**config.mk**
```make
export PLATFORM = sky130hd
export DESIGN_NAME = thermocouple_status_flags
export DESIGN_NICKNAME = d
export VERILOG_FILES = /design/src/rtl/tc_status_pkg.sv /design/src/rtl/level_sync.sv /design/src/rtl/reading_ram.sv /design/src/rtl/thermocouple_status_flags.sv
export VERILOG_INCLUDE_DIRS = /design/src /design/src/rtl
export SDC_FILE = /design/constraint.sdc
export NUM_CORES = 1
export LEC_CHECK = 0
export BUFFER_PORTS_ARGS = -buffer_cell sky130_fd_sc_hd__buf_2
export CORE_UTILIZATION = 52
export CTS_BUF_LIST = sky130_fd_sc_hd__clkbuf_4 sky130_fd_sc_hd__clkbuf_8 sky130_fd_sc_hd__clkbuf_16
export DETAILED_ROUTE_END_ITERATION = 8
export PLACE_DENSITY_LB_ADDON = 0.08
export SYNTH_ARGS = -nofsm -noshare
export SYNTH_HDL_FRONTEND = slang
export SYNTH_SLANG_ARGS = --single-unit
```
**constraint.sdc**
```tcl
create_clock -name clock -period 2.04 [get_ports clock]
set_input_delay 0 -clock clock [delete_from_list [all_inputs] [get_ports clock]]
set_output_delay 0 -clock clock [all_outputs]
set_load 0.01 [all_outputs]
```
**src/rtl/tc_status_map.svh**
```systemverilog
// Register indices, field positions and reset values of the status block.
// Assumes inclusion by bare name from every file that decodes registers.
`ifndef TC_STATUS_MAP_SVH
`define TC_STATUS_MAP_SVH

// Register indices on the rack bus, first register is index 1
`define TC_REG_CH_FIRST 4'h1
`define TC_REG_CH_LAST 4'h8
`define TC_REG_OPEN 4'h9
`define TC_REG_RANGE 4'hA
`define TC_REG_SW_A 4'hB
`define TC_REG_SW_B 4'hC

// Field positions inside the 16-bit words
`define TC_OVER_LSB 8
`define TC_SWB_LSB 8
`define TC_SWC_BITS 2

// Reset values
`define TC_WORD_RESET 16'h0000
`define TC_FLAGS_RESET 8'h00

// Default limit readings frozen while out of range
`define TC_UNDER_LIMIT 16'h0000
`define TC_OVER_LIMIT 16'h270F

`endif

```
**src/rtl/tc_status_pkg.sv**
```systemverilog
// Types shared by the status block and its helpers.
// Assumes the map header supplies every numeric constant.
package tc_status_pkg;

  // One register word on the rack bus
  typedef logic [15:0] word_t;

  // Source selected for a pending read
  typedef enum logic [2:0]
  {
    SEL_NONE = 3'b000,
    SEL_CHAN = 3'b001,
    SEL_OPEN = 3'b010,
    SEL_RANGE = 3'b011,
    SEL_SW_A = 3'b100,
    SEL_SW_B = 3'b101
  } read_sel_t;

endpackage : tc_status_pkg

```
**src/rtl/level_sync.sv**
```systemverilog
// Two-flop synchroniser for a group of slow asynchronous levels.
// Assumes inputs change rarely, so bits of a group need no coherence.
`timescale 1ns/1ps
`default_nettype none

module level_sync #(
  parameter int WIDTH = 8
) (
  input wire logic clock,
  input wire logic srst,
  input wire logic [WIDTH-1:0] asyncIn,
  output logic [WIDTH-1:0] syncOut
);

  // Refuse an empty group
  if (WIDTH < 1)
  begin : g_bad_width
    $error("level_sync needs WIDTH of at least one");
  end

  logic [WIDTH-1:0] stage1; // Metastable stage, read only by syncOut

  //////////////////////////////////////////////////////////////////////
  // Both stages clear to zero under reset
  always_ff @(posedge clock)
  begin
    if (srst)
    begin
      stage1 <= '0;
      syncOut <= '0;
    end
    else
    begin
      stage1 <= asyncIn;
      syncOut <= stage1;
    end
  end

endmodule : level_sync

`default_nettype wire

```
**src/rtl/reading_ram.sv**
```systemverilog
// Small memory holding one reading word per input channel.
// Assumes one write and one read port on the same clock, read registered.
`timescale 1ns/1ps
`default_nettype none

module reading_ram #(
  parameter int DEPTH = 8,
  parameter int WIDTH = 16,
  parameter int AW = 3
) (
  input wire logic clock,
  input wire logic srst,
  input wire logic writeEnable,
  input wire logic [AW-1:0] writeAddr,
  input wire logic [WIDTH-1:0] writeData,
  input wire logic [AW-1:0] readAddr,
  output logic [WIDTH-1:0] readData
);

  // Address must reach every word
  if (DEPTH < 1 || (1 << AW) < DEPTH)
  begin : g_bad_depth
    $error("reading_ram address too narrow for DEPTH");
  end

  logic [WIDTH-1:0] mem [DEPTH]; // Storage, no reset to keep it a plain RAM

  //////////////////////////////////////////////////////////////////////
  // Write port
  always_ff @(posedge clock)
  begin
    if (writeEnable)
    begin
      mem[writeAddr] <= writeData;
    end
  end

  //////////////////////////////////////////////////////////////////////
  // Registered read, old data on a same-cycle write
  always_ff @(posedge clock)
  begin
    if (srst)
    begin
      readData <= '0;
    end
    else
    begin
      readData <= mem[readAddr];
    end
  end

endmodule : reading_ram

`default_nettype wire

```
**src/rtl/thermocouple_status_flags.sv**
```systemverilog
// Status registers of an eight-channel thermocouple input module.
// Assumes the converter delivers results on this clock, switches are async.
//
// Overview of operation
// - Open input sets channel's open bit
// - Open bit clear during normal operation
// - Open register upper byte has no function
// - Below range sets channel's under bit
// - Under range freezes reading at under limit
// - Open input also sets under bit
// - In range clears under bit, resumes updates
// - Above range sets bit eight plus channel unless input open
// - Over range freezes reading at over limit unless under or open
// - In range clears over bit, resumes updates
// - Switch registers ignore bus writes
// - Switch bit one when ON, zero OFF
// - First switch low byte is bank A
// - First switch high byte is bank B
// - Second switch bits one, two: bank C
// - Second switch bits three up unused
// - Registers one to eight hold channel readings
`timescale 1ns/1ps
`default_nettype none
`include "tc_status_map.svh"

module thermocouple_status_flags
  import tc_status_pkg::*;
#(
  parameter int CHANNELS = 8,
  parameter logic [15:0] UNDER_LIMIT = `TC_UNDER_LIMIT,
  parameter logic [15:0] OVER_LIMIT = `TC_OVER_LIMIT
) (
  input wire logic clock,
  input wire logic srst,
  input wire logic sampleValid,
  input wire logic [2:0] sampleChannel,
  input wire logic [15:0] sampleValue,
  input wire logic openDetect,
  input wire logic underRange,
  input wire logic overRange,
  input wire logic [7:0] config_switch_bank_a,
  input wire logic [7:0] config_switch_bank_b,
  input wire logic [1:0] config_switch_bank_c,
  input wire logic readStrobe,
  input wire logic writeStrobe,
  input wire logic [3:0] regIndex,
  input wire logic [15:0] writeData,
  output logic [15:0] readData,
  output logic readValid,
  output logic [7:0] openFlags,
  output logic [7:0] underFlags,
  output logic [7:0] overFlags
);

  // Flag bytes and channel index are sized for exactly eight channels
  if (CHANNELS != 8)
  begin : g_bad_channels
    $error("thermocouple_status_flags serves exactly eight channels");
  end

  //////////////////////////////////////////////////////////////////////
  // Declarations

  logic [7:0] bankA; // Synchronised switch bank A
  logic [7:0] bankB; // Synchronised switch bank B
  logic [1:0] bankC; // Synchronised switch bank C
  logic ramWe; // Registered write of a reading
  logic [2:0] ramWa; // Channel written
  word_t ramWd; // Reading written, already limited
  logic [2:0] ramRa; // Channel read address
  word_t ramRd; // Reading out of the memory
  read_sel_t pendSel; // Source of the read in flight
  logic pendValid; // Read in flight, one cycle after strobe
  read_sel_t next_sel; // Decoded source of a new read
  word_t next_data; // Word chosen for the read in flight
  logic writeSeen; // Write strobes are accepted and dropped
  word_t writeDrop; // Data of a dropped write

  // Map a register index to its source; unmapped indices give none
  function automatic read_sel_t decodeIndex(input logic [3:0] idx);
    if (idx >= `TC_REG_CH_FIRST && idx <= `TC_REG_CH_LAST)
    begin
      return SEL_CHAN;
    end
    case (idx)
      `TC_REG_OPEN: return SEL_OPEN;
      `TC_REG_RANGE: return SEL_RANGE;
      `TC_REG_SW_A: return SEL_SW_A;
      `TC_REG_SW_B: return SEL_SW_B;
      default: return SEL_NONE;
    endcase
  endfunction : decodeIndex

  //////////////////////////////////////////////////////////////////////
  // Switch pins come from outside, two flops before any use

  level_sync #(.WIDTH(8)) u_sync_a (
    .clock(clock),
    .srst(srst),
    .asyncIn(config_switch_bank_a),
    .syncOut(bankA)
  );

  level_sync #(.WIDTH(8)) u_sync_b (
    .clock(clock),
    .srst(srst),
    .asyncIn(config_switch_bank_b),
    .syncOut(bankB)
  );

  level_sync #(.WIDTH(2)) u_sync_c (
    .clock(clock),
    .srst(srst),
    .asyncIn(config_switch_bank_c),
    .syncOut(bankC)
  );

  //////////////////////////////////////////////////////////////////////
  // Per-channel flags, recomputed from every converter result.
  // Flags are levels owned by hardware; software cannot clear them.
  always_ff @(posedge clock)
  begin
    if (srst)
    begin
      openFlags <= `TC_FLAGS_RESET;
      underFlags <= `TC_FLAGS_RESET;
      overFlags <= `TC_FLAGS_RESET;
    end
    else if (sampleValid)
    begin
      openFlags[sampleChannel] <= openDetect;
      underFlags[sampleChannel] <= underRange | openDetect;
      // An open input reads as under range, never as over range
      overFlags[sampleChannel] <= overRange & ~openDetect;
    end
  end

  //////////////////////////////////////////////////////////////////////
  // Reading write, frozen at a limit while out of range
  always_ff @(posedge clock)
  begin
    if (srst)
    begin
      ramWe <= 1'b0;
      ramWa <= 3'h0;
      ramWd <= `TC_WORD_RESET;
    end
    else
    begin
      ramWe <= sampleValid;
      ramWa <= sampleChannel;
      if (underRange || openDetect)
      begin
        ramWd <= UNDER_LIMIT;
      end
      else if (overRange)
      begin
        ramWd <= OVER_LIMIT;
      end
      else
      begin
        ramWd <= sampleValue;
      end
    end
  end

  // Register index 1 maps to channel 0
  assign ramRa = 3'(regIndex - `TC_REG_CH_FIRST);

  reading_ram #(.DEPTH(8), .WIDTH(16), .AW(3)) u_readings (
    .clock(clock),
    .srst(srst),
    .writeEnable(ramWe),
    .writeAddr(ramWa),
    .writeData(ramWd),
    .readAddr(ramRa),
    .readData(ramRd)
  );

  //////////////////////////////////////////////////////////////////////
  // Read pipeline stage one: decode, memory reads alongside
  always_comb
  begin
    next_sel = decodeIndex(regIndex);
  end

  always_ff @(posedge clock)
  begin
    if (srst)
    begin
      pendValid <= 1'b0;
      pendSel <= SEL_NONE;
    end
    else
    begin
      pendValid <= readStrobe;
      pendSel <= readStrobe ? next_sel : SEL_NONE;
    end
  end

  //////////////////////////////////////////////////////////////////////
  // Read pipeline stage two: choose the word
  always_comb
  begin
    next_data = `TC_WORD_RESET; // Unused bits and unmapped reads give zero
    case (pendSel)
      SEL_CHAN: next_data = ramRd;
      SEL_OPEN: next_data[7:0] = openFlags; // Upper byte stays zero
      SEL_RANGE:
      begin
        next_data[7:0] = underFlags;
        next_data[`TC_OVER_LSB +: 8] = overFlags;
      end
      SEL_SW_A:
      begin
        next_data[7:0] = bankA;
        next_data[`TC_SWB_LSB +: 8] = bankB;
      end
      // Bits above bank C stay zero
      SEL_SW_B: next_data[`TC_SWC_BITS-1:0] = bankC;
      default: next_data = `TC_WORD_RESET;
    endcase
  end

  always_ff @(posedge clock)
  begin
    if (srst)
    begin
      readValid <= 1'b0;
      readData <= `TC_WORD_RESET;
    end
    else
    begin
      readValid <= pendValid;
      readData <= pendValid ? next_data : `TC_WORD_RESET;
    end
  end

  //////////////////////////////////////////////////////////////////////
  // Bus writes: every register is read-only, so a write is swallowed.
  // Kept in a flop only so the data lines have a load.
  always_ff @(posedge clock)
  begin
    if (srst)
    begin
      writeSeen <= 1'b0;
      writeDrop <= `TC_WORD_RESET;
    end
    else
    begin
      writeSeen <= writeStrobe; // No effect on any register
      writeDrop <= writeData;
    end
  end
endmodule : thermocouple_status_flags

`default_nettype wire

```
# Word-level counts from Yosys, hierarchy flattened
# Memory sizes are Yosys's and may differ from the RTL's. A register that Yosys moved wholly into a read port is not among the register bits.
# Cells that the tools add are included.
word_totals:
  regBits: 101
  latch_bits: 0
  ram_bits: 128
  mem_bits_ro: 0
  in_bits: 65
  out_inout_bits: 41
  word_cells: 59
  n_memories: 1
op_classes:
  n_addsub: 1
  mul: 0
  div_mod_pow: 0
  n_lt_le_gt_ge: 4
  eq_ne: 9
  shifts: 0
  n_mux: 15
  bitwise_logic: 5
  n_reduce_logical: 7
memory_table:
  columns: ["name", "words", "word_bits", "rd", "rd_ports_with_merged_regs", "write_ports", "line_no", "rtl"]
  rows:
  - ["u_readings.mem", 8, 16, 1, 1, 1, "reading_ram.sv:26", "logic [WIDTH-1:0] mem [DEPTH];"]
ops:
  columns: ["cell", "n"]
  rows:
  - ["$bwmux 8", 3]
  - ["$pmux 6 s4", 1]
  - ["$pmux 8 s3", 1]
  - ["$eq 4x4->1 const B", 4]
  - ["$mux 14", 1]
  - ["$pmux 3 s4", 1]
  - ["$pmux 2 s5", 1]
  - ["$eq 3x2->1 const B", 2]
  - ["$eq 3x3->1 const B", 2]
  - ["$mux 3", 2]
  - ["$reduce_or 2->1", 3]
  - ["$ge 4x1->1 const B", 1]
  - ["$le 4x4->1 const B", 1]
  - ["$lt 3x4->1 const B", 1]
  - ["$mux 1", 4]
  - ["$demux 1 s3", 1]
  - ["$eq 3x1->1 const B", 1]
  - ["$ge 3x1->1 const B", 1]
  - ["$not 1->1", 3]
  - ["$reduce_or 3->1", 1]
  - ["$sub 3x1->3 const B", 1]
  - ["$logic_and 1x1->1", 2]
  - ["$and 1x1->1", 1]
  - ["$logic_or 1x1->1", 1]
  - ["$or 1x1->1", 1]

# Depth between registers and ports, before layout
# Gate-level depths: netlist of the first run.
logic_depth:
  ltp_word: 5
  depth_mapped: 9
  depth_no_buf: 5

# Hierarchy
# A second synthesis of the first run with hierarchy kept.
hier_totals:
  cells_unflattened: 570
  hier_area_um2: 9014.9
modules_own_cells:
  columns: ["mod", "instances", "cells_per_inst", "area_per_inst_um2", "seq_area_each_um2"]
  rows:
  - ["reading_ram", 1, 232, 5266.3, 4164.0]
  - ["thermocouple_status_flags", 1, 264, 2715.1, 1301.2]
  - ["level_sync (u_sync_a ...)", 2, 33, 464.2, 320.3]
  - ["level_sync (u_sync_c)", 1, 8, 105.1, 80.1]

# Least setup slack after synthesis of the first run
# No wires, ideal clock.
synth_path:
  path_kind: "register -> register"
  startpoint: "register ramWa[2]"
  endpoint: "memory u_readings.mem[0][0] (enable)"
  t_arrival_ns: 1.604
  slack_ns: 0.027
  path_stages_with_launch: 3
  path_buffers: 0
  synth_period_minus_slack_ns: 2.013
  path_cell_list: "dfxtp_1 -> nand2b_1 -> nor3_1"
synth_lines:
  columns: ["item", "line_no", "rtl"]
  rows:
  - ["start: declaration", "thermocouple_status_flags.sv:68", "logic [2:0] ramWa;"]
  - ["start signal: assignment", "thermocouple_status_flags.sv:151", "ramWa <= sampleChannel;"]
  - ["end: declaration", "reading_ram.sv:26", null]
# Straight into the memory's write port.

# Final worst setup path of the first run
layout_path:
  startpoint: "input openDetect"
  endpoint: "register ramWd[10]"
layout_between:
  elab_chain_cells: 2
layout_rtl:
  columns: ["item", "line_no", "rtl"]
  rows:
  - ["start: declaration", "thermocouple_status_flags.sv:38", "input wire logic openDetect,"]
  - ["$logic_or 1x1->1", "thermocouple_status_flags.sv:152", "if (underRange || openDetect)"]
  - ["$reduce_or 2->1 (no line)", null, null]
  - ["end signal: assignment", "thermocouple_status_flags.sv:146", "ramWd <= `TC_WORD_RESET;"]
  - ["end signal: assignment", "thermocouple_status_flags.sv:162", "ramWd <= sampleValue;"]
  - ["end: declaration", "thermocouple_status_flags.sv:69", "word_t ramWd;"]
# No other way between the ends.
# A chain may end at the register's enable or synchronous reset.

==> metrics.md, run 1 <==
| Metric | Value |
|---|---|
| Synth warn | `0` |
| Static leakage | `3.97 nW` |
| Finish-stage setup viols | `0` |
| Clk Latency, worst-skew pair | `0.53 ns` |
| Remaining global-route overflow | `0` |
| Antenna violations before repair | `0` |
| Async set-reset flop share out of synthesis | `0%` |
| Synth area leaders | `edfxtp_1 43%, dfxtp_1 26%, mux4_1 4.5%, mux4_2 4.3%, nor2b_1 3.1%` |
| Final HPWL from detailed placement | `10.7 mm` |
| Mean Syn Cell Area | `16.0 µm²` |
| Syn_nets | `623` |
| Vias in the first global route | `5244` |
| Antenna-violating nets left | `0` |
| Hold WC Path Type | `in -> reg` |
| Final Slew Violations | `0` |
| Final wirelength | `18.2 mm` |
| CTS buffer count | `25` |
| Post-DP Area | `9570 µm²` |
| Cell row count | `47` |
| Placed insts | `849` |
| Pin slew with the least headroom to its limit | `0.641 ns` |
| Vias | `5075` |
| Die area | `17500 µm²` |
| PwrDens | `947 nW/µm²` |
| Routed len/inst | `19.0 µm` |
| H-tree Lvls | `1` |
| I/O pin cnt | `106` |
| Synth area leader | `edfxtp_1` |
| CTS Buffer Depth | `3` |
| Largest net degree at the start of global routing | `51` |
| Max Fclk | `585 MHz` |
| Synth top area share | `43.5%` |
| Initial Util | `53.3%` |
| Critical path required time | `2.51 ns` |
| Core area | `16600 µm²` |
| Drt pass-1 iters | `5` |
| Die H | `132 µm` |
| Multi-input gate area | `2460 µm²` |
| Setup crit start kind | `input port` |
| DRT iter0 DRCs | `266` |
| Die width | `132 µm` |
| Max FO, Critical Path | `11` |
| Setup TNS Final | `0 ns` |
| NumNets Final | `788` |
| Flop and latch count out of synthesis | `245` |
| Relative slew slack | `57.0%` |
| Max-cap viol count | `0` |
| IO Port Bufs | `88` |
| Clk_skew | `0.0163 ns` |
| # DRC | `0` |
| Clk sinks | `245` |
| Area of the mapped netlist | `8850 µm²` |
| Global-route wire length before repair | `28.4 mm` |
| Total power | `0.0104 W` |
| Gpl congestion | `0.790` |
| Post-Place Worst Slack | `0.348 ns` |
| GRT Total Usage | `21.2%` |
| Design area | `11000 µm²` |
| WS Path Type | `in -> reg` |
| Worst vdd ir | `0.744 mV` |
| Number of fill cells | `1217` |
| Fin worst setup slack | `0.331 ns` |
| Post-cts sizing count | `0` |
| Via density | `5.30` |
| Crit share post-route | `83.8%` |
| Distinct cells, synth | `42` |
| Hold Vio Cnt, Final | `0` |
| Layout cells sized above 1 | `25.4%` |
| Tmin final | `1.71 ns` |
| Crit path DAT | `2.18 ns` |
| Crit end category | `flop` |
| Sequential share of the synthesized area | `69.9%` |
| Status | `complete, no violations` |
| Area Growth Syn to Fin | `24.7%` |
| Root buf cell | `clkbuf_16` |
| CTS tree | `yes` |
| Post-synth EDFFs | `128` |
| Synth Instances | `554` |
| N_diodes | `0` |
| Main synth FF type | `edfxtp_1` |
| RSZ-0062 raised after global routing | `no` |
| Worst-path clk slew | `0.06 ns` |
| Fin cells | `957` |
| Register area | `6190 µm²` |
[critical path: stages]
cell and delay [ns]:
dlygate4sd3_1 0.53, buf_2 0.20, or2_2 0.40, nor2_1 0.15, buf_4 0.20, o21a_1 0.14, dlygate4sd3_1 0.54
[cell usage in the layout, fill, tap and decap left out, types with 13 or more instances in the layout]
master         netlist  layout
mux4_1              15      15
dfxtp_1            117     117
buf_4                1      20
mux4_2              17      17
nor2_1              44      44
dlygate4sd3_1        0      63
nand3b_1            13      13
mux2i_1             23      23
edfxtp_1           128     128
buf_2                9      88
o21a_1              15      15
clkbuf_16            0      25
a22o_1              16      16
nor2b_1             44      44
[report_power, final]
part	switching (W)	internal, W	leakage [nW]
logic	0.000280	0.000307	1.66
clock network	0.00180	0.00267	0.423
registers	0.0000698	0.00531	1.89
total	0.00215	0.00829	3.97
[final cells by class]
cell class / instances / area share [%]
Sequential cell: 245 / 56.1
Clock inverter: 9 / 0.760
Inverter: 4 / 0.136
Clock buffer: 36 / 6.76
Timing Repair Buffer: 173 / 11.4
Multi-Input combinational cell: 270 / 22.3
Tap cell: 220 / 2.50
[path summary, 6_finish.rpt]
check / from / to / slack [ns] / cells after the start
max: openDetect / ramWd[10] / 0.33 / 7
min: sampleValue[7] / ramWd[7] / 0.20 / 3
min reg2reg: u_sync_a.stage1[5] / u_sync_a.syncOut[5] / 0.43 / 1
max reg2reg: pendSel[1] / readData[5] / 0.36 / 3
[cell families (layout without fill, tap and decap cells)]
kind of cell | Yosys count | in the layout | share of synthesized area, %
xor+xnor | 1 | 1 | 0.0990
fa+ha+maj | 4 | 4 | 0.566
mux | 63 | 63 | 12.4
compound gates | 66 | 66 | 5.71
buf+inv | 39 | 222 | 2.38
flops | 245 | 245 | 69.9
simple gates | 136 | 136 | 8.91
[synth_stat cells, types with 2 or more instances]
| library cell | number |
|---|---|
| edfxtp_1 | 128 |
| dfxtp_1 | 117 |
| nor2_1 | 44 |
| nor2b_1 | 44 |
| mux2i_1 | 23 |
| clkbuf_1 | 19 |
| mux4_2 | 17 |
| a22o_1 | 16 |
| mux4_1 | 15 |
| o21a_1 | 15 |
| nand3b_1 | 13 |
| a21oi_1 | 10 |
| buf_2 | 9 |
| a22oi_1 | 8 |
| and2_1 | 8 |
| mux2_2 | 8 |
| a32o_1 | 6 |
| nand2_1 | 6 |
| nand2b_1 | 5 |
| nor3_1 | 5 |
| a211oi_1 | 4 |
| ha_1 | 4 |
| inv_1 | 4 |
| and4bb_2 | 3 |
| nand4b_1 | 3 |
| buf_12 | 2 |
| buf_6 | 2 |
| o21ai_0 | 2 |
[layer usage]
| metal | global-route usage, % | vias to the layer above | part of all wire [%] |
|---|---|---|---|
| li1 | - | 2404 | - |
| met1 | 27.7 | 2518 | 44 |
| met2 | 36.8 | 122 | 50 |
| met3 | 2.99 | 31 | 3.4 |
| met4 | 6.90 | 0 | 2.5 |
| met5 | 0 | - | 0 |
[flip-flops by register name (all words and copies together), names as in the netlist, 16 cells and up]
register / cells
readData: 16
u_readings.readData: 16
u_readings.mem: 128
ramWd: 16
[timing repair]
action                                 4_1_cts  5_1_grt
endpoints found under the hold margin       66        0
setup buffers                                0        0
hold buffers                                63        0
[metrics by stage]
step | util, % | hold slack [ns]
after floorplan | - | 0.0943
after global placement | 57.7 | 0.195
after detailed placement | 57.7 | 0.199
after CTS | 66.5 | 0.180
after global routing | 66.5 | 0.203
final | 66.5 | 0.196
(Power assumes the default switching activity.)
==> run 2, diff against run 1 <==
==> constraint.sdc (replaced) <==
create_clock -name clock -period 1.4 [get_ports clock]
set_input_delay 0 -clock clock [delete_from_list [all_inputs] [get_ports clock]]
set_output_delay 0 -clock clock [all_outputs]
set_load 0.01 [all_outputs]
==> metrics.md, run 2 (synthesis results as in run 1) <==
| Metric | Value |
|---|---|
| Worst-path clk slew | `0.06 ns (about the same)` |
| WS Path Type | `in -> reg` |
| PwrDens | `1380 nW/µm² (+46%)` |
| CP startpoint | `srst` |
| Initial Util | `53.3% (unchanged)` |
| Psw | `0.00315 W (+46%)` |
| Clk sinks | `245 (unchanged)` |
| Clk Latency, worst-skew pair | `0.52 ns (about the same)` |
| Root buf cell | `clkbuf_16` |
| # DRC | `0 (unchanged)` |
| Vias | `5154 (+1.6%)` |
| Number of fill cells | `1168 (-4.0%)` |
| Vias in the first global route | `5212 (-0.61%)` |
| Multi-input gate area | `2480 µm² (+0.71%)` |
| Crit share post-route | `95.0%` |
| Core area | `16600 µm² (unchanged)` |
| Final HPWL from detailed placement | `11.2 mm (+4.8%)` |
| Min-delay src | `openDetect` |
| Cell Int Power | `0.0125 W (+51%)` |
| Global-route wire length before repair | `28.3 mm (about the same)` |
| I/O pin cnt | `106 (unchanged)` |
| Max Fclk | `752 MHz` |
| Static leakage | `4.06 nW (+2.2%)` |
| Die H | `132 µm (unchanged)` |
| Seq pwr share | `50.2% (-1.3 points)` |
| Design area | `11300 µm² (+2.7%)` |
| Clock share of power | `44.0% (+1.2 points)` |
| Hold path cells | `4 (+1)` |
| Final Slew Violations | `0 (unchanged)` |
| Max reg flops | `128 (unchanged)` |
| Largest net degree at the start of global routing | `39 (-24%)` |
| CTS tree | `yes` |
| IO Port Bufs | `88 (unchanged)` |
| DRT iter0 DRCs | `218 (-18%)` |
| Hold EP | `underFlags[2]` |
| GRT Total Usage | `21.4% (+0.16 points)` |
| Critical path required time | `1.80 ns (-0.71 ns)` |
| Biggest register | `u_readings.mem` |
| Tmin final | `1.33 ns` |
| RSZ-0062 raised after global routing | `no` |
| Layout cells sized above 1 | `27.1% (+1.7 points)` |
| H-tree Lvls | `1 (unchanged)` |
| Worst R2R Setup Slack | `0.11 ns (-0.25 ns)` |
| Gpl congestion | `0.805 (+1.9%)` |
| Die width | `132 µm (unchanged)` |
| Commonest non-fill, non-tap cell in the layout | `edfxtp_1` |
| Routed len/inst | `19.1 µm (+0.82%)` |
| Relative slew slack | `75.2% (+18 points)` |
| Remaining global-route overflow | `0 (unchanged)` |
| Clk_skew | `0.00953 ns (-0.00677 ns)` |
| Area Growth Syn to Fin | `28.0%` |
| Drt pass-1 iters | `5 (unchanged)` |
| Antenna violations before repair | `0 (unchanged)` |
| Worst vdd ir | `0.959 mV (+29%)` |
| Die area | `17500 µm² (unchanged)` |
| Hold WC Path Type | `in -> reg` |
| N_diodes | `0 (unchanged)` |
| Setup TNS Final | `0 ns (unchanged)` |
| CTS Buffer Depth | `3 (unchanged)` |
| Antenna-violating nets left | `0 (unchanged)` |
| Register area | `6190 µm² (unchanged)` |
| Finish-stage setup viols | `0 (unchanged)` |
| Hold Vio Cnt, Final | `0 (unchanged)` |
| Max-cap viol count | `0 (unchanged)` |
| Pin slew with the least headroom to its limit | `0.371 ns (-0.269 ns)` |
| Max FO, Critical Path | `16 (+5)` |
| Final wirelength | `18.5 mm (+1.8%)` |
| Register-to-Register Path Depth | `2 (-1)` |
| Reg2reg start | `u_readings.mem[2][7]` |
| Worst r2r dst | `u_readings.readData[7]` |
| Post-DP Area | `9850 µm² (+3.0%)` |
| NumNets Final | `795 (+0.89%)` |
| Combinational cell fraction of total power | `5.8% (+0.2 points)` |
| Setup crit start kind | `input port` |
| Crit end category | `flop` |
| Switching Share | `20.1% (-0.48 points)` |
| Crit path DAT | `1.73 ns (-0.45 ns)` |
| Cell row count | `47 (unchanged)` |
| Status | `complete, no violations` |
| CTS buffer count | `26 (+4.0%)` |
| Via density | `5.34 (+0.61%)` |
| Commonest cells after routing, fill and taps aside | `128 x edfxtp_1, 117 x dfxtp_1, 87 x buf_2` |
[run 2: cell types whose count changed in the layout (fill, tap and decap cells not counted), moves of 2 or more]
| cell | before | now |
|---|---|---|
| buf_12 | 2 | 17 |
| buf_4 | 20 | 16 |
| bufinv_16 | 1 | 3 |
| clkbuf_16 | 25 | 27 |
| clkbuf_4 | 5 | 10 |
| clkbuf_8 | 6 | 0 |
| clkinv_1 | 1 | 3 |
| clkinv_2 | 6 | 3 |
| clkinv_4 | 0 | 2 |
| dlygate4sd3_1 | 63 | 58 |
[run 2: through the flow]
stage               hold WS, ns  utilization [%]  setup slack (ns)  std cells  power, W
floorplan                0.0943                -            -0.196        554   0.00846
global placement          0.198             59.4            0.0503        860   0.00878
detailed placement        0.200             59.4            0.0337        860   0.00880
CTS                      0.0252             68.2            0.0157        966    0.0158
global route             0.0722             68.3           0.00965        966    0.0161
finish                   0.0631             68.3            0.0699        966    0.0157
[run 2: power groups by stage]
stage,logic (W),clock network [W],registers (W)
2_1_floorplan,0.000499,0,0.00796
3_3_place_gp,0.000778,0,0.00800
3_5_place_dp,0.000792,0,0.00801
4_1_cts,0.000914,0.00703,0.00786
5_1_grt,0.000982,0.00728,0.00787
6_report,0.000912,0.00689,0.00786
[run 2: worst max-delay path, cell delays in order]
cell           delay (ns)
dlygate4sd3_1        0.53
clkbuf_4             0.28
nor2_1               0.08
buf_4                0.18
o21a_1               0.11
dlygate4sd3_1        0.56
[run 2: worst max path at each step]
stage          cells past startpoint                     end  slack, ns
6_report                           6                ramWd[8]       0.07
5_1_grt                            4             readData[9]       0.01
2_1_floorplan                      2    u_readings.mem[1][0]      -0.20
3_3_place_gp                       6  u_readings.readData[9]       0.05
3_5_place_dp                       6  u_readings.readData[3]       0.03
4_1_cts                            6                ramWd[3]       0.02
[run 2: what timing repair did]
item / CTS / global route
endpoints found under the setup margin: 0 / 9
resized for setup: 0 / 2
hold endpoints to repair: 60 / 0
setup buffers: 0 / 0
hold buffers: 58 / 0
[run 2: cell type report]
class	count	share of cell area, %
inverters	4	0.133
clock buffers	36	6.56
well taps	220	2.43
multi-input cells	270	21.9
clock inverters	12	1.25
repair buffers	179	13.1
flip-flops and latches	245	54.6
[run 2: layer usage]
metal  vias to the layer above  global-route usage (%)  part of all wire, %
met3                        37                    3.52                  5.1
met1                      2526                    27.4                   44
met5                         -                       0                    0
met4                         0                    7.34                  2.7
li1                       2421                       -                    -
met2                       170                    37.0                   48
